**config.mk**
```make
export PLATFORM = sky130hd
export DESIGN_NAME = hsl_regs
export DESIGN_NICKNAME = d
export VERILOG_FILES = /design/src/common/hsl_pkg.sv /design/src/rtl/hsl_deglitch.sv /design/src/rtl/hsl_regs.sv
export SDC_FILE = /design/constraint.sdc
export NUM_CORES = 1
export LEC_CHECK = 0
export ABC_AREA = 0
export BUFFER_PORTS_ARGS = -buffer_cell sky130_fd_sc_hd__buf_2
export CAP_MARGIN = 10
export CORE_ASPECT_RATIO = 0.7
export CORE_MARGIN = 2
export CORE_UTILIZATION = 30
export DETAILED_ROUTE_END_ITERATION = 8
export GPL_ROUTABILITY_DRIVEN = 0
export SETUP_SLACK_MARGIN = 0.3
export SYNTH_ARGS = -nofsm -noshare
export SYNTH_HDL_FRONTEND = slang
export SYNTH_SLANG_ARGS = --single-unit
```
**constraint.sdc**
```tcl
create_clock -name CLOCK -period 6.2 [get_ports CLOCK]
set_clock_uncertainty 0.1 [all_clocks]
set_input_delay 0.31 -clock CLOCK [delete_from_list [all_inputs] [get_ports CLOCK]]
set_output_delay 0.31 -clock CLOCK [all_outputs]
set_load 0.01 [all_outputs]
```
**src/common/hsl_pkg.sv**
```systemverilog
// shared constants and types for the hub status and link control register bank
package hsl_pkg;
  localparam int CLK_PERIOD_NS = 10;
  // register indices; byte address is four times the index
  localparam logic [7:0] IDX_RELOAD  = 8'h01;
  localparam logic [7:0] IDX_STATUS  = 8'h04;
  localparam logic [7:0] IDX_THR_HI  = 8'h05;
  localparam logic [7:0] IDX_THR_LO  = 8'h06;
  localparam logic [7:0] IDX_WDOG    = 8'h07;
  localparam logic [7:0] IDX_I2C     = 8'h08;
  localparam logic [7:0] IDX_PAR_STS = 8'h0c;
  localparam logic [7:0] IDX_INT_STS = 8'h0d;
  localparam logic [7:0] IDX_INT_CLR = 8'h0e;
  localparam logic [7:0] IDX_INT_EN  = 8'h0f;
  // field positions
  localparam int BIT_RELOAD = 2;
  localparam int BIT_CKSUM  = 7;
  localparam int BIT_DONE   = 6;
  localparam int BIT_REFOK  = 4;
  localparam int INT_INIT   = 0;
  localparam int INT_REFLOS = 1;
  localparam int INT_WDOG   = 2;
  localparam int INT_PARITY = 3;
  localparam int INT_RBLOCK = 4;
  localparam int INT_W      = 5;
  // control structures laid out as their register bytes
  typedef struct packed {
    logic [6:0] timeout;
    logic       off;
  } hsl_wdog_cfg_t;
  typedef struct packed {
    logic       remote_block;
    logic [2:0] sda_hold;
    logic [3:0] filt_depth;
  } hsl_i2c_cfg_t;
  typedef enum logic [1:0] {ST_REQ, ST_WAIT, ST_DONE} hsl_init_st_t;
  // reset values
  localparam logic [7:0]    RST_THR_HI = 8'h01;
  localparam logic [7:0]    RST_THR_LO = 8'h00;
  localparam hsl_wdog_cfg_t RST_WDOG   = '{timeout: 7'h7f, off: 1'b0};
  localparam hsl_i2c_cfg_t  RST_I2C    = '{remote_block: 1'b0, sda_hold: 3'h1,
                                           filt_depth: 4'hc};
  localparam logic [INT_W-1:0] RST_INT_EN = 5'h00;
  // timing
  localparam int WDOG_STEP_NS  = 2000000;
  localparam int WDOG_STEP_CYC = WDOG_STEP_NS / CLK_PERIOD_NS;
  localparam int HOLD_STEP_NS  = 50;
  localparam int HOLD_STEP_CYC = HOLD_STEP_NS / CLK_PERIOD_NS;
  localparam int FILT_STEP_NS  = 5;
endpackage : hsl_pkg

```
**src/rtl/hsl_deglitch.sv**
```systemverilog
// synchroniser and glitch filter for one i2c input line
`timescale 1ns/1ps
module hsl_deglitch (
  input  wire logic       clock,
  input  wire logic       srst,
  input  wire logic       pin_in,
  input  wire logic [7:0] stable_cyc,
  output logic            level_out
);
  logic       sync1_reg;
  logic       sync2_reg;
  logic [7:0] cnt_reg;

  always_ff @(posedge clock) begin
    if (srst) begin
      sync1_reg <= 1'b1;
      sync2_reg <= 1'b1;
    end else begin
      sync1_reg <= pin_in;
      sync2_reg <= sync1_reg;
    end
  end

  // a new level passes only after it stood for more than stable_cyc cycles
  always_ff @(posedge clock) begin
    if (srst) begin
      cnt_reg   <= 8'h00;
      level_out <= 1'b1;
    end else if (sync2_reg == level_out) begin
      cnt_reg <= 8'h00;
    end else if (cnt_reg >= stable_cyc) begin
      cnt_reg   <= 8'h00;
      level_out <= sync2_reg;
    end else begin
      cnt_reg <= cnt_reg + 8'h01;
    end
  end
endmodule : hsl_deglitch

```
**src/rtl/hsl_regs.sv**
```systemverilog
// hub status and link control register bank with wishbone slave
// Operation
// - checksum-ok bit 7 set after good load
// - init-done bit 6 set after load finishes
// - bit 4 shows reference clock valid, resets 0
// - per port flag when count reaches threshold
// - threshold high byte at 0x05, reset 0x1
// - threshold low byte at 0x06, reset 0x0
// - enabled watchdog aborts overdue channel transaction
// - timeout bits 7:1 of 0x07, 2 ms steps
// - bit 0 set stops the watchdog
// - 0x08 bit 7 blocks remote register writes
// - blocking leaves remote i2c target access alone
// - sda hold is field 6:4 times 50 ns
// - glitch reject width field 3:0 times 5 ns
// - reload bit restarts load, poll init-done
//
// The Wishbone register port was decided locally.
`timescale 1ns/1ps
module hsl_regs #(
  parameter int NPORTS           = 4,
  parameter int WDOG_STEP_CYCLES = hsl_pkg::WDOG_STEP_CYC
) (
  input  wire logic              CLOCK,
  input  wire logic              SRST,
  input  wire logic [9:0]        ADR_I,
  input  wire logic [31:0]       DAT_I,
  input  wire logic [3:0]        SEL_I,
  input  wire logic              WE_I,
  input  wire logic              CYC_I,
  input  wire logic              STB_I,
  output logic [31:0]            DAT_O,
  output logic                   ACK_O,
  output logic                   IRQ,
  output logic                   FUSE_LOAD_REQ,
  input  wire logic              FUSE_LOAD_DONE,
  input  wire logic              FUSE_CKSUM_OK,
  input  wire logic              REF_CLOCK_FREQ_OK,
  input  wire logic [NPORTS-1:0] PARITY_ERR,
  output logic [NPORTS-1:0]      PARITY_FLAG,
  input  wire logic              CC_ACTIVE,
  output logic                   CC_ABORT,
  input  wire logic              REMOTE_WE,
  input  wire logic [7:0]        REMOTE_IDX,
  input  wire logic [7:0]        REMOTE_DAT,
  input  wire logic              SCL_IN,
  input  wire logic              SDA_IN,
  output logic                   SCL_FILT,
  output logic                   SDA_FILT
);
  if (NPORTS < 1 || NPORTS > 8) begin : g_bad_ports
    $error("NPORTS must lie between 1 and 8");
  end
  if (WDOG_STEP_CYCLES < 1) begin : g_bad_step
    $error("WDOG_STEP_CYCLES must be at least 1");
  end

  logic                   ack_reg;
  logic [7:0]             thr_hi_reg;
  logic [7:0]             thr_lo_reg;
  hsl_pkg::hsl_wdog_cfg_t wdog_reg;
  hsl_pkg::hsl_i2c_cfg_t  i2c_reg;
  logic [hsl_pkg::INT_W-1:0] int_sts_reg;
  logic [hsl_pkg::INT_W-1:0] int_en_reg;
  logic [hsl_pkg::INT_W-1:0] int_ev;
  logic                   reload_reg;
  hsl_pkg::hsl_init_st_t  st_reg;
  logic                   done_reg;
  logic                   cksum_reg;
  logic                   ref_s1_reg;
  logic                   ref_s2_reg;
  logic                   refok_reg;
  logic [31:0]            presc_reg;
  logic [6:0]             steps_reg;
  logic                   aborted_reg;
  logic [NPORTS-1:0]      flag_rise;
  logic                   acc;
  logic                   aligned;
  logic [7:0]             idx;
  logic                   wb_wr;
  logic                   wb_rd;
  logic                   rem_ok;
  logic                   lw_en;
  logic [7:0]             lw_idx;
  logic [7:0]             lw_dat;
  logic [15:0]            limit;
  logic                   par_rd_clr;
  logic [7:0]             rd_byte;
  logic                   wdog_run;
  logic [7:0]             scl_stable;
  logic [7:0]             sda_stable;

  // wishbone decode
  assign acc     = CYC_I & STB_I & ~ack_reg;
  assign aligned = (ADR_I[1:0] == 2'b00);
  assign idx     = ADR_I[9:2];
  assign wb_wr   = acc & WE_I & SEL_I[0] & aligned;
  assign wb_rd   = acc & ~WE_I & aligned;

  // remote writes reach local registers only while not blocked
  assign rem_ok = REMOTE_WE & ~i2c_reg.remote_block & ~wb_wr;
  assign lw_en  = wb_wr | rem_ok;
  assign lw_idx = wb_wr ? idx : REMOTE_IDX;
  assign lw_dat = wb_wr ? DAT_I[7:0] : REMOTE_DAT;
  // the block touches only the register path, never i2c passthrough

  assign limit      = {thr_hi_reg, thr_lo_reg};
  assign par_rd_clr = wb_rd & (idx == hsl_pkg::IDX_PAR_STS);

  // read multiplexer
  always_comb begin
    rd_byte = 8'h00;
    if (idx == hsl_pkg::IDX_RELOAD) begin
      rd_byte = 8'h00;
      rd_byte[hsl_pkg::BIT_RELOAD] = reload_reg;
    end else if (idx == hsl_pkg::IDX_STATUS) begin
      rd_byte[hsl_pkg::BIT_CKSUM] = cksum_reg;
      rd_byte[hsl_pkg::BIT_DONE]  = done_reg;
      rd_byte[hsl_pkg::BIT_REFOK] = refok_reg;
    end else if (idx == hsl_pkg::IDX_THR_HI) begin
      rd_byte = thr_hi_reg;
    end else if (idx == hsl_pkg::IDX_THR_LO) begin
      rd_byte = thr_lo_reg;
    end else if (idx == hsl_pkg::IDX_WDOG) begin
      rd_byte = wdog_reg;
    end else if (idx == hsl_pkg::IDX_I2C) begin
      rd_byte = i2c_reg;
    end else if (idx == hsl_pkg::IDX_PAR_STS) begin
      rd_byte[NPORTS-1:0] = PARITY_FLAG;
    end else if (idx == hsl_pkg::IDX_INT_STS) begin
      rd_byte[hsl_pkg::INT_W-1:0] = int_sts_reg;
    end else if (idx == hsl_pkg::IDX_INT_EN) begin
      rd_byte[hsl_pkg::INT_W-1:0] = int_en_reg;
    end else begin
      rd_byte = 8'h00;
    end
  end

  // bus answer, one cycle after the request
  always_ff @(posedge CLOCK) begin
    if (SRST) begin
      ack_reg <= 1'b0;
      DAT_O   <= 32'h0000_0000;
    end else begin
      ack_reg <= acc;
      if (acc & ~WE_I) begin
        DAT_O <= aligned ? {24'h00_0000, rd_byte} : 32'h0000_0000;
      end
    end
  end
  assign ACK_O = ack_reg;

  // parity threshold bytes
  always_ff @(posedge CLOCK) begin
    if (SRST) begin
      thr_hi_reg <= hsl_pkg::RST_THR_HI;
      thr_lo_reg <= hsl_pkg::RST_THR_LO;
    end else if (lw_en) begin
      if (lw_idx == hsl_pkg::IDX_THR_HI) begin
        thr_hi_reg <= lw_dat;
      end else if (lw_idx == hsl_pkg::IDX_THR_LO) begin
        thr_lo_reg <= lw_dat;
      end
    end
  end

  // watchdog and i2c control bytes
  always_ff @(posedge CLOCK) begin
    if (SRST) begin
      wdog_reg <= hsl_pkg::RST_WDOG;
      i2c_reg  <= hsl_pkg::RST_I2C;
    end else if (lw_en) begin
      if (lw_idx == hsl_pkg::IDX_WDOG) begin
        wdog_reg <= lw_dat;
      end else if (lw_idx == hsl_pkg::IDX_I2C) begin
        i2c_reg <= lw_dat;
      end
    end
  end

  // interrupt enable
  always_ff @(posedge CLOCK) begin
    if (SRST) begin
      int_en_reg <= hsl_pkg::RST_INT_EN;
    end else if (lw_en && lw_idx == hsl_pkg::IDX_INT_EN) begin
      int_en_reg <= lw_dat[hsl_pkg::INT_W-1:0];
    end
  end

  // self-clearing reload request
  always_ff @(posedge CLOCK) begin
    if (SRST) begin
      reload_reg <= 1'b0;
    end else begin
      reload_reg <= lw_en & (lw_idx == hsl_pkg::IDX_RELOAD)
                    & lw_dat[hsl_pkg::BIT_RELOAD];
    end
  end

  // fuse load sequence after reset and on reload
  always_ff @(posedge CLOCK) begin
    if (SRST) begin
      st_reg <= hsl_pkg::ST_REQ;
    end else begin
      case (st_reg)
        hsl_pkg::ST_REQ: begin
          st_reg <= hsl_pkg::ST_WAIT;
        end
        hsl_pkg::ST_WAIT: begin
          if (FUSE_LOAD_DONE) begin
            st_reg <= hsl_pkg::ST_DONE;
          end
        end
        hsl_pkg::ST_DONE: begin
          if (reload_reg) begin
            st_reg <= hsl_pkg::ST_REQ;
          end
        end
        default: begin
          st_reg <= hsl_pkg::ST_REQ;
        end
      endcase
    end
  end

  always_ff @(posedge CLOCK) begin
    if (SRST) begin
      FUSE_LOAD_REQ <= 1'b0;
      done_reg      <= 1'b0;
      cksum_reg     <= 1'b0;
    end else begin
      FUSE_LOAD_REQ <= (st_reg == hsl_pkg::ST_REQ);
      if (st_reg == hsl_pkg::ST_REQ) begin
        done_reg  <= 1'b0;
        cksum_reg <= 1'b0;
      end else if (st_reg == hsl_pkg::ST_WAIT && FUSE_LOAD_DONE) begin
        done_reg  <= 1'b1;
        cksum_reg <= FUSE_CKSUM_OK;
      end
    end
  end

  // reference clock detector level, three-stage synchroniser
  always_ff @(posedge CLOCK) begin
    if (SRST) begin
      ref_s1_reg <= 1'b0;
      ref_s2_reg <= 1'b0;
      refok_reg  <= 1'b0;
    end else begin
      ref_s1_reg <= REF_CLOCK_FREQ_OK;
      ref_s2_reg <= ref_s1_reg;
      refok_reg  <= ref_s2_reg;
    end
  end

  // per port saturating counters and flags
  for (genvar p = 0; p < NPORTS; p++) begin : g_port
    logic [15:0] cnt_reg;
    logic [15:0] cnt_next;
    logic        flag_reg;
    logic        flag_next;
    always_comb begin
      cnt_next = par_rd_clr ? 16'h0000 : cnt_reg;
      if (PARITY_ERR[p] && cnt_next != 16'hffff) begin
        cnt_next = cnt_next + 16'h0001;
      end
      flag_next = ((par_rd_clr ? 1'b0 : flag_reg)
                  | (cnt_next >= limit));
    end
    always_ff @(posedge CLOCK) begin
      if (SRST) begin
        cnt_reg  <= 16'h0000;
        flag_reg <= 1'b0;
      end else begin
        cnt_reg  <= cnt_next;
        flag_reg <= flag_next;
      end
    end
    assign PARITY_FLAG[p] = flag_reg;
    assign flag_rise[p]   = flag_next & ~flag_reg;
  end

  // control channel watchdog
  assign wdog_run = CC_ACTIVE & ~wdog_reg.off;
  always_ff @(posedge CLOCK) begin
    if (SRST || !wdog_run) begin
      presc_reg <= 32'h0000_0000;
      steps_reg <= 7'h00;
    end else if (presc_reg == 32'(WDOG_STEP_CYCLES - 1)) begin
      presc_reg <= 32'h0000_0000;
      if (steps_reg != 7'h7f) begin
        steps_reg <= steps_reg + 7'h01;
      end
    end else begin
      presc_reg <= presc_reg + 32'h0000_0001;
    end
  end

  always_ff @(posedge CLOCK) begin
    if (SRST || !wdog_run) begin
      CC_ABORT    <= 1'b0;
      aborted_reg <= 1'b0;
    end else begin
      CC_ABORT    <= ~aborted_reg & (steps_reg >= wdog_reg.timeout);
      aborted_reg <= aborted_reg | (steps_reg >= wdog_reg.timeout);
    end
  end

  // i2c input filtering and sda hold
  assign scl_stable = 8'((({4'h0, i2c_reg.filt_depth} * hsl_pkg::FILT_STEP_NS)
                      + hsl_pkg::CLK_PERIOD_NS - 1) / hsl_pkg::CLK_PERIOD_NS);
  assign sda_stable = scl_stable
                    + 8'({5'h00, i2c_reg.sda_hold} * hsl_pkg::HOLD_STEP_CYC);

  hsl_deglitch u_scl (
    .clock      (CLOCK),
    .srst       (SRST),
    .pin_in     (SCL_IN),
    .stable_cyc (scl_stable),
    .level_out  (SCL_FILT)
  );

  hsl_deglitch u_sda (
    .clock      (CLOCK),
    .srst       (SRST),
    .pin_in     (SDA_IN),
    .stable_cyc (sda_stable),
    .level_out  (SDA_FILT)
  );

  // interrupt status, set wins over clear
  always_comb begin
    int_ev = '0;
    int_ev[hsl_pkg::INT_INIT]   = (st_reg == hsl_pkg::ST_WAIT) & FUSE_LOAD_DONE;
    int_ev[hsl_pkg::INT_REFLOS] = refok_reg & ~ref_s2_reg;
    int_ev[hsl_pkg::INT_WDOG]   = wdog_run & ~aborted_reg
                                  & (steps_reg >= wdog_reg.timeout);
    int_ev[hsl_pkg::INT_PARITY] = |flag_rise;
    int_ev[hsl_pkg::INT_RBLOCK] = REMOTE_WE & i2c_reg.remote_block;
  end

  always_ff @(posedge CLOCK) begin
    if (SRST) begin
      int_sts_reg <= '0;
    end else if (lw_en && lw_idx == hsl_pkg::IDX_INT_CLR) begin
      int_sts_reg <= (int_sts_reg & ~lw_dat[hsl_pkg::INT_W-1:0]) | int_ev;
    end else begin
      int_sts_reg <= int_sts_reg | int_ev;
    end
  end

  always_ff @(posedge CLOCK) begin
    if (SRST) begin
      IRQ <= 1'b0;
    end else begin
      IRQ <= |(int_sts_reg & int_en_reg);
    end
  end
endmodule : hsl_regs
```
==> impl_metrics.csv, run 1 <==
group,metric,value,unit
run_status,status,"complete, no violations",
global_route,antenna_found_initial,3,
setup_path,critPathRequiredTime,6.49,ns
cts,cts.htree.levels,4,
timing,tightest_slew,0.9979,ns
setup_path,cp.arrival,6.09,ns
cts,clock_latency,0.45,ns
timing,setup_viol,0,
routing,drt_iter0_markers,948,
timing,finalWorstSetupSlack,0.3978,ns
timing,maxSlewViolCount,0,
cells_and_area,diodes,0,
cells_and_area,fin_nets,1645,
cts,clkTransAtPathRegs,0.08,ns
power_and_ir_drop,p_per_area,194.7,nW/µm²
routing,viasPerCell,5.018,
setup_path,crit_path_start_kind,"flip-flop",
global_route,first_global_vias,9492,
cells_and_area,area_growth,14.94,%
cells_and_area,post-route-util,35.11,%
timing,layout_min_cycle_time,5.802,ns
timing,hold_ws,0.03867,ns
flow_run,maxCapViolCount,0,
setup_path,critPathKind,"reg2reg",
cts,cts-buffers-inserted,17,
synth,yosysUniqueCellTypes,88,
cts,clock-sinks,192,
cts,clockBufferDepth,2,
power_and_ir_drop,ir_drop,0.1940,mV
synth,synthFlopType,"dfxtp_1",
synth,syn_area,11770,µm²
global_route,grt_pass1_wl,51.81,mm
setup_path,cp_top_family,"adder cells",
cells_and_area,final_cell_mix,"220 x nor2_1, 189 x dfxtp_1, 106 x nand2_1",
synth,syn_area_per_cell,8.458,µm²
cells_and_area,drive_gt1_share,13.87,%
synth,yosys_warnings,0,
cts,cts_root_buf,"clkbuf_16",
routing,wirelength,32.80,mm
global_route,grt_use_total,16.33,%
synth,synthArstFlopShare,0,%
routing,wl_per_cell,16.42,µm
setup_path,worst-path-buf-inv,1,
die,rows,60,
power_and_ir_drop,power.total,2.633,mW
cells_and_area,largest_reg_flops,64,
power_and_ir_drop,p_leak,5.549,nW
timing,rsz0062_at_grt,"true",
timing,slew_headroom,33.31,%
timing,finalSetupTns,0,ns
die,dieArea,40840,µm²
routing,ant_nets,0,
place,place_hpwl,24.74,mm
synth,syn_inst,1391,
die,dieWidth,240.7,µm
synth,synth-edff-count,0,
synth,ys_seq_area_share,32.67,%
setup_path,endpoint_kind,"flip-flop",
die,start_util,30.55,%
place,portBuffers,68,
worst_hold_path,hold_class,"in2reg",
die,num_io_pins,120,
die,die_y,169.7,µm
timing,max_freq,172.3,MHz
synth,ys_ff_latch,192,
global_route,gr-total-overflow,0,
setup_path,cp_common_cell,"ha_4",
cts,tritoncts,"done",
timing,post-route-period-util,93.58,%
timing,finalHoldViolations,0,
setup_path,cpPeakStageDelay,0.62,ns
routing,drc,0,
routing,vias,10030,
die,coreArea,38510,µm²
global_route,grt_start_max_net_pins,61,
setup_path,path_max_fanout,8,
place,post-place-ws,0.01304,ns
setup_path,cpMaxStageDelayCell,"fa_2",
cells_and_area,final_common_cell,"nor2_1",
routing,drt_first_pass_iters,5,
## layout make-up
cell class / count / area [µm²]
fillers: 3979 / 24990
multi-input cells: 1094 / 7582
flip-flops and latches: 192 / 3850
well taps: 527 / 659.4
repair buffers: 100 / 600.6
clock buffers: 17 / 425.4
clock inverters: 14 / 202.7
inverters: 54 / 202.7
## per-layer routing
layer | part of all wire (%) | wire, µm | global-route usage (%)
met1 | 51 | 16770 | 24.09
met5 | 0 | 0 | 0
met2 | 41 | 13600 | 24.14
met4 | 1.3 | 412 | 4.321
met3 | 6.1 | 2016 | 2.944
## synthesized netlist by cell type (all sizes together), types with 4 or more instances
cell type,number,area (µm²)
nand3,46,235.2
inv,54,202.7
nand2b,16,100.1
and3,18,112.6
nand3b,4,42.54
o31ai,6,45.04
nand4,35,219.0
o211ai,8,60.06
nor4b,4,41.29
ha,105,1314
nor4,11,105.1
a211oi,12,90.09
nor2,224,850.8
dfxtp,192,3844
or4,7,57.56
xnor2,45,401.6
a2111oi,6,52.55
and2,29,181.4
mux2,14,157.7
or2,7,43.79
o21a,4,30.03
nor2b,21,131.4
and4,15,131.4
a21o,24,180.2
a31oi,7,58.81
nor3,34,191.4
nor3b,4,30.03
a21oi,50,250.2
clkbuf,31,116.4
xor2,63,551.8
or3,9,61.31
buf,47,309.0
a22oi,7,52.55
mux2i,41,410.4
a221oi,4,35.03
o21ai,37,185.2
nand2,106,397.9
## metrics by stage
step / instances / area, µm²
6_report: 1998 / 13520
3_5_place_dp: 1954 / 12690
2_1_floorplan: 1418 / 11970
5_1_grt: 1998 / 13520
3_3_place_gp: 1954 / 12690
4_1_cts: 1996 / 13440
## path summary, 6_finish.rpt
| check | startpoint | endpoint | slack [ns] | cells after the start |
|---|---|---|---|---|
| min reg2reg | u_scl.sync1_reg | u_scl.sync2_reg | 0.32 | 1 |
| max reg2reg | i2c_reg[0] | u_sda.cnt_reg[5] | 0.40 | 25 |
| min | FUSE_CKSUM_OK | cksum_reg | 0.04 | 3 |
| max | i2c_reg[0] | u_sda.cnt_reg[5] | 0.40 | 25 |
## worst register-to-register path, cell delays in order (launching register included)
cell	delay [ns]
dfxtp_4	0.37
ha_4	0.16
fa_2	0.62
nand3_4	0.12
xnor2_2	0.16
or2_4	0.28
ha_4	0.27
nor2b_4	0.13
nor2_1	0.06
a31oi_1	0.23
and3_4	0.28
mux2i_2	0.28
nor4bb_2	0.38
a211oi_2	0.12
nand3_1	0.12
ha_2	0.20
ha_4	0.13
fa_1	0.41
inv_1	0.07
ha_1	0.21
a21o_1	0.15
a21o_1	0.18
a21oi_2	0.12
o21ai_2	0.09
or3_4	0.39
nor2_2	0.11
## logic make-up (layout without fill, tap and decap cells)
family	count (synthesis)	after routing	share of synthesized area, %
AO/OA/AOI/OAI	196	196	11.46
AND/OR/NAND/NOR	597	597	25.50
XOR/XNOR	109	109	8.295
other	1	28	0.03187
buffers and inverters	132	185	5.339
multiplexers	56	56	5.020
adder cells (fa/ha/maj)	108	108	11.68
flip-flops	192	192	32.67
## power by group
| part | switching, mW | total [mW] | internal (mW) |
|---|---|---|---|
| clock network | 0.525 | 1.21 | 0.682 |
| logic | 0.105 | 0.170 | 0.0642 |
| registers | 0.0104 | 1.26 | 1.25 |
## what timing repair did
item / 4_1_cts / 5_1_grt
gates cloned: 0 / 0
setup endpoints to repair: 8 / 13
setup buffers: 8 / 1
endpoints found under the hold margin: 3 / 0
hold buffers: 3 / 0
pin swaps: 3 / 3
gates resized for setup: 6 / 15
Power figures use the tool's default switching activity.
==> run 2, diff against run 1 <==
--- a/config.mk
+++ b/config.mk
@@ -5,7 +5,7 @@
 export SDC_FILE = /design/constraint.sdc
 export NUM_CORES = 1
 export LEC_CHECK = 0
-export ABC_AREA = 0
+export ABC_AREA = 1
 export BUFFER_PORTS_ARGS = -buffer_cell sky130_fd_sc_hd__buf_2
 export CAP_MARGIN = 10
 export CORE_ASPECT_RATIO = 0.7
==> constraint.sdc (replaced) <==
create_clock -name CLOCK -period 6.2 [get_ports CLOCK]
set_clock_uncertainty 0.1 [all_clocks]
set_input_delay 1.24 -clock CLOCK [delete_from_list [all_inputs] [get_ports CLOCK]]
set_output_delay 1.24 -clock CLOCK [all_outputs]
set_load 0.01 [all_outputs]
==> run 2 against run 1 <==
Clock power is 5% lower. Combinational power increased by 130%. Die area is 7.7% higher. Via count is 16% higher. Count of clock-buffer cells in the layout increased by 1. Worst setup slack better by 0.28 ns. Sequential power about the same. Sequential cell count unchanged. Cell area grew 4.8%. Global-route usage fell by 0.88 points. Hold slack better by 0.28 ns. Critical path type unchanged.
==> impl_metrics.csv, run 2 <==
group,metric,value,unit
power_and_ir_drop,intPower,2.018,mW
setup_path,cp.arrival,5.82,ns
synth,syn_area_per_cell,6.850,µm²
setup_path,critPathKind,"reg2reg",
worst_hold_path,min_delay_path_depth,1,
setup_path,reg2reg_from,"i2c_reg[0]",
power_and_ir_drop,p_per_area,199.2,nW/µm²
setup_path,cpPeakStageDelay,0.40,ns
setup_path,cp_common_cell,"nand2_1",
timing,tightest_slew,0.9093,ns
synth,synth_xor_area_share,4.278,%
cts,cts_hold_buf,0,
cts,clock-sinks,192,
routing,drc,0,
setup_path,rrSetupSlack,0.67,ns
power_and_ir_drop,pwr-share-seq,45.8,%
synth,synth_commonest_cells,"332 x nand2_1, 296 x inv_1, 225 x nor2_1, 192 x dfxtp_1, 131 x a21oi_1",
synth,yosys_warnings,0,
synth,muxShareOfSynthArea,0,%
die,dieArea,44000,µm²
cells_and_area,fin_nets,2096,
power_and_ir_drop,pwr-share-comb,13.6,%
cts,cts-buffers-inserted,17,
synth,synth_compound_area_share,13.59,%
setup_path,critPathRequiredTime,6.49,ns
cells_and_area,final_cell_mix,"328 x nand2_1, 295 x inv_1, 224 x nor2_1",
synth,ys_seq_area_share,30.28,%
cells_and_area,fillers,4456,
timing,hold_ws,0.3215,ns
routing,ant_nets,0,
synth,yosysTopAreaCell,"dfxtp_1",
synth,syn_inst,1853,
timing,finalWorstSetupSlack,0.6734,ns
routing,viasPerCell,4.683,
setup_path,path_max_fanout,7,
synth,ys_ff_latch,192,
flow_run,maxCapViolCount,0,
power_and_ir_drop,ir_drop,0.1614,mV
timing,finalSetupTns,0,ns
die,dieWidth,249.9,µm
global_route,gr-total-overflow,0,
timing,maxSlewViolCount,0,
power_and_ir_drop,power.switching,804.1,µW
synth,ys_top_cells_by_area,"dfxtp_1 30%, ha_1 10%, nand2_1 9.8%, inv_1 8.8%, nor2_1 6.7%",
timing,rsz0062_at_grt,"false",
worst_hold_path,hold_class,"reg2reg",
global_route,antenna_found_initial,0,
cells_and_area,diodes,0,
timing,max_freq,180.9,MHz
worst_hold_path,hold_end,"u_sda.sync2_reg",
cells_and_area,drive_gt1_share,10.35,%
timing,setup_viol,0,
timing,slew_headroom,38.74,%
worst_hold_path,worstHoldStart,"u_sda.sync1_reg",
global_route,grt_pass1_wl,54.39,mm
setup_path,crit_path_start_kind,"flip-flop",
run_status,status,"complete, no violations",
place,portBuffers,68,
setup_path,ff2ff_path_depth,32,
power_and_ir_drop,power.total,2.823,mW
routing,drt_first_pass_iters,5,
setup_path,cpMaxStageDelayCell,"fa_1",
power_and_ir_drop,clockPowerShare,40.7,%
place,post-place-ws,0.1491,ns
global_route,grt_use_total,15.45,%
cells_and_area,post-route-util,33.73,%
synth,synthArstFlopShare,0,%
cts,clock_latency,0.46,ns
cts,clockBufferDepth,2,
cells_and_area,largest_reg_flops,64,
timing,layout_min_cycle_time,5.527,ns
cts,cts_root_buf,"clkbuf_16",
synth,yosysUniqueCellTypes,56,
synth,yosysMostFrequentCell,"nand2_1",
routing,vias,11590,
synth,synthAdderAreaFrac,10.82,%
synth,syn_area,12690,µm²
synth,synthFlopType,"dfxtp_1",
die,rows,63,
synth,synth_top_area_share,30.28,%
synth,synth-edff-count,0,
die,start_util,30.21,%
routing,drt_iter0_markers,782,
cts,tritoncts,"done",
synth,synth_top_family_by_area,"simple AND/OR/NAND/NOR gates",
die,num_io_pins,120,
cells_and_area,final_common_cell,"nand2_1",
die,coreArea,42010,µm²
synth,yosys.area_share.simple,28.45,%
power_and_ir_drop,swShare,28.49,%
setup_path,endpoint_kind,"flip-flop",
place,place_hpwl,25.79,mm
timing,post-route-period-util,89.14,%
global_route,grt_start_max_net_pins,53,
routing,wl_per_cell,13.64,µm
cts,clkTransAtPathRegs,0.08,ns
die,die_y,176.1,µm
cts,cts.htree.levels,4,
timing,finalHoldViolations,0,
cells_and_area,area_growth,11.64,%
routing,wirelength,33.75,mm
power_and_ir_drop,p_leak,6.387,nW
setup_path,reg2reg_to,"u_sda.cnt_reg[3]",
global_route,first_global_vias,10660,
run 2: changes by cell type after synthesis, moves of 29 or more:
cell	previous run	this run
a21oi_1	50	131
inv_1	53	296
mux2i_1	41	0
nand2_1	106	332
nand3_1	45	82
o21ai_0	36	105
o21ai_1	1	30
xnor2_1	44	15
run 2: cell families (layout without fill, tap and decap cells):
group / after synthesis / after routing
AO/OA/AOI/OAI: 314 / 314
XOR/XNOR: 62 / 62
adder cells (fa/ha/maj): 108 / 108
buffers and inverters: 374 / 416
flip-flops: 192 / 192
other: 1 / 28
AND/OR/NAND/NOR: 802 / 802
run 2: through the flow:
stage,area (µm²),cells
after floorplan,12790,1880
after global placement,13460,2441
after detailed placement,13460,2441
after CTS,14070,2472
after global routing,14170,2474
final,14170,2474
run 2: worst max path at each step:
stage	startpoint	to	slack (ns)
floorplan	i2c_reg[0]	u_sda.cnt_reg[2]	0.93
global placement	i2c_reg[0]	u_sda.cnt_reg[3]	0.29
detailed placement	i2c_reg[0]	u_sda.cnt_reg[3]	0.15
CTS	i2c_reg[1]	u_sda.cnt_reg[3]	0.32
global route	i2c_reg[0]	u_sda.cnt_reg[2]	0.28
finish	i2c_reg[0]	u_sda.cnt_reg[3]	0.67
run 2: layout make-up:
type,instances,area [µm²],area share (%)
multi-input combinational,1314,7458,52.63
clock buffer,18,439.2,3.099
tap,552,690.7,4.874
clock inverter,13,158.9,1.121
timing repair buffer,80,432.9,3.055
sequential,192,3844,27.12
inverter,305,1147,8.096
run 2: what timing repair did:
item,in CTS,in global routing
pin swaps,0,2
gates resized for setup,4,18
endpoints found under the setup margin,7,8
setup buffers,0,2
run 2: layer usage:
layer	part of all wire (%)	routed length [µm]	up-vias	track usage, %
li1	-	-	6053	-
met4	1.7	568	0	5.120
met1	53	17830	5257	22.79
met2	41	13770	242	22.79
met3	4.7	1582	33	2.359
met5	0	0	-	0
run 2: critical path: cells and delay by family, from the launching register on:
family,cells,cell delay [ns]
AO/OA/AOI/OAI,3,0.73
buffers and inverters,3,0.19
flip-flops,1,0.34
adder cells (fa/ha/maj),8,2.28
AND/OR/NAND/NOR,18,1.79
run 2: power by group through the flow:
stage / clock network, mW / logic [mW] / registers (mW)
finish: 1.15 / 0.383 / 1.29
global route: 1.22 / 0.440 / 1.30
CTS: 1.18 / 0.378 / 1.29
detailed placement: 0 / 0.375 / 1.32
global placement: 0 / 0.361 / 1.32
floorplan: 0 / 0.293 / 1.31
==> run 3, diff against run 2 <==
--- a/config.mk
+++ b/config.mk
@@ -14,6 +14,8 @@
 export DETAILED_ROUTE_END_ITERATION = 8
 export GPL_ROUTABILITY_DRIVEN = 0
 export SETUP_SLACK_MARGIN = 0.3
+export SKIP_CTS_REPAIR_TIMING = 1
 export SYNTH_ARGS = -nofsm -noshare
 export SYNTH_HDL_FRONTEND = slang
+export SYNTH_HIERARCHICAL = 1
 export SYNTH_SLANG_ARGS = --single-unit
==> run 3 against run 2 <==
Critical endpoint is now u_sda/cnt_reg[0]. Sequential cell count did not move. Clock power barely moved. Hold slack got worse by 0.011 ns. Count of clock-buffer cells in the layout did not move. Sequential share of layout area fell by 1.6 points. Die area rose by 7.5%. Routed wire length rose by 8.7%. Maximum frequency rose by 7.7%.
==> impl_metrics.csv, run 3 <==
group,metric,value,unit
worst_hold_path,hold_class,"reg2reg",
timing,setup_viol,0,
global_route,gr-total-overflow,0,
flow_run,maxCapViolCount,0,
cts,clockBufferDepth,2,
synth,syn_inst,2077,
cells_and_area,fin_nets,2327,
die,num_io_pins,120,
setup_path,cpPeakStageDelay,0.42,ns
cells_and_area,fin_area,15030,µm²
routing,wirelength,36.67,mm
synth,synthArstFlopShare,0,%
power_and_ir_drop,p_per_area,190.1,nW/µm²
timing,hold_ws,0.3101,ns
synth,synthFlopType,"dfxtp_1",
cells_and_area,final_common_cell,"nand2_1",
setup_path,rrSetupSlack,1.07,ns
die,dieArea,47290,µm²
synth,ys_seq_area_share,28.13,%
die,die_y,182.6,µm
global_route,grt_pass1_wl,59.04,mm
cts,cts.htree.levels,4,
timing,post-route-period-util,82.77,%
cts,tritoncts,"done",
synth,synth-edff-count,0,
routing,drc,0,
timing,finalSetupTns,0,ns
synth,ys_ff_latch,192,
synth,yosysTopAreaCell,"dfxtp_1",
setup_path,critPathKind,"reg2reg",
timing,max_freq,194.9,MHz
timing,rsz0062_at_grt,"false",
setup_path,path_max_fanout,8,
die,start_util,30.38,%
timing,layout_min_cycle_time,5.132,ns
die,dieWidth,259.1,µm
routing,viasPerCell,4.677,
die,rows,65,
worst_hold_path,worstHoldStart,"ref_s1_reg",
die,coreArea,44970,µm²
power_and_ir_drop,power.total,2.857,mW
timing,tightest_slew,1.118,ns
place,portBuffers,68,
routing,ant_nets,0,
cells_and_area,area_growth,10.01,%
timing,finalWorstSetupSlack,1.068,ns
routing,drt_iter0_markers,1049,
synth,syn_area,13660,µm²
global_route,antenna_found_initial,2,
global_route,grt_start_max_net_pins,94,
place,dpl-instance-area,14430,µm²
setup_path,critPathRequiredTime,6.49,ns
timing,slew_headroom,25.46,%
place,post-place-cells,2717,
global_route,first_global_vias,11780,
cells_and_area,fillers,4817,
cells_and_area,drive_gt1_share,9.506,%
cells_and_area,largest_reg_flops,64,
cells_and_area,final_cell_mix,"524 x nand2_1, 318 x inv_1, 246 x nor2_1",
synth,yosys_warnings,6,
place,place_hpwl,28.38,mm
setup_path,cp_common_cell,"nand2_1",
setup_path,cp.arrival,5.42,ns
synth,synth_top_area_share,28.13,%
setup_path,reg2reg_to,"u_sda/cnt_reg[0]",
power_and_ir_drop,ir_drop,0.1323,mV
cells_and_area,instances_no_fill,2751,
timing,finalHoldViolations,0,
cts,cts_root_buf,"clkbuf_16",
setup_path,ff2ff_path_depth,29,
cts,clock-sinks,192,
synth,yosysUniqueCellTypes,52,
worst_hold_path,min_delay_path_depth,2,
run_status,status,"complete, no violations",
routing,vias,12870,
synth,yosysMostFrequentCell,"nand2_1",
synth,syn_area_per_cell,6.578,µm²
cts,clock_latency,0.46,ns
global_route,grt_use_total,15.68,%
cells_and_area,post-route-util,33.42,%
setup_path,endpoint_kind,"flip-flop",
power_and_ir_drop,p_leak,7.283,nW
routing,wl_per_cell,13.33,µm
setup_path,crit_path_start_kind,"flip-flop",
timing,maxSlewViolCount,0,
cts,cts-buffers-inserted,17,
setup_path,reg2reg_from,"i2c_reg[0]",
cts,clkTransAtPathRegs,0.07,ns
synth,ys_top_cells_by_area,"dfxtp_1 28%, nand2_1 14%, ha_1 10%, inv_1 8.7%, nor2_1 6.8%",
worst_hold_path,hold_end,"ref_s2_reg",
routing,drt_first_pass_iters,5,
place,post-place-ws,0.8373,ns
synth,synth_commonest_cells,"524 x nand2_1, 318 x inv_1, 246 x nor2_1, 192 x dfxtp_1, 120 x a21oi_1",
setup_path,cpMaxStageDelayCell,"dfxtp_1",
run 3: area by class of cell:
class | instances | area, µm² | share of cell area [%]
Clock inverter | 14 | 167.7 | 1.115
Antenna cell | 2 | 5.005 | 0.03330
Sequential cell | 192 | 3844 | 25.57
Multi-Input combinational cell | 1518 | 8190 | 54.49
Timing Repair Buffer | 76 | 402.9 | 2.680
Inverter | 328 | 1237 | 8.233
Tap cell | 603 | 754.5 | 5.020
Clock buffer | 18 | 429.2 | 2.855
run 3: worst max path at each step:
stage	end	start	depth (start not counted)	slack (ns)
after floorplan	int_sts_reg[3]	CYC_I	31	1.57
after global placement	int_sts_reg[3]	ADR_I[9]	28	0.82
after detailed placement	int_sts_reg[3]	ADR_I[9]	28	0.84
after CTS	u_sda/cnt_reg[0]	i2c_reg[0]	29	1.08
after global routing	u_sda/cnt_reg[5]	i2c_reg[0]	29	0.53
final	u_sda/cnt_reg[0]	i2c_reg[0]	29	1.07
run 3: cells by family after synthesis:
logic type / share of synthesized area (%)
XOR/XNOR: 3.718
adder cells (fa/ha/maj): 10.79
other: 0.02745
buffers and inverters: 12.72
flip-flops: 28.13
AO/OA/AOI/OAI: 9.588
AND/OR/NAND/NOR: 35.03
run 3: report_power, final:
group / total (mW) / internal (mW) / switching [mW] / leakage (nW)
sequential: 1.30 / 1.27 / 0.0323 / 1.56
combinational: 0.398 / 0.140 / 0.258 / 5.43
clock: 1.16 / 0.610 / 0.548 / 0.292
run 3: per-layer routing:
metal | track usage (%) | share of wire, % | vias to the layer above
li1 | - | - | 6674
met1 | 22.48 | 50 | 5816
met2 | 23.17 | 41 | 339
met3 | 3.778 | 7.4 | 38
met4 | 4.347 | 1.8 | 0
met5 | 0 | 0 | -
run 3: worst max-delay path, delay by kind of cell, from the launching register on:
kind            cells  cell delay [ns]
fa+ha+maj           8             2.21
simple gates       12             1.40
xor+xnor            2             0.42
flops               1             0.42
buf+inv             6             0.42
compound gates      1             0.11
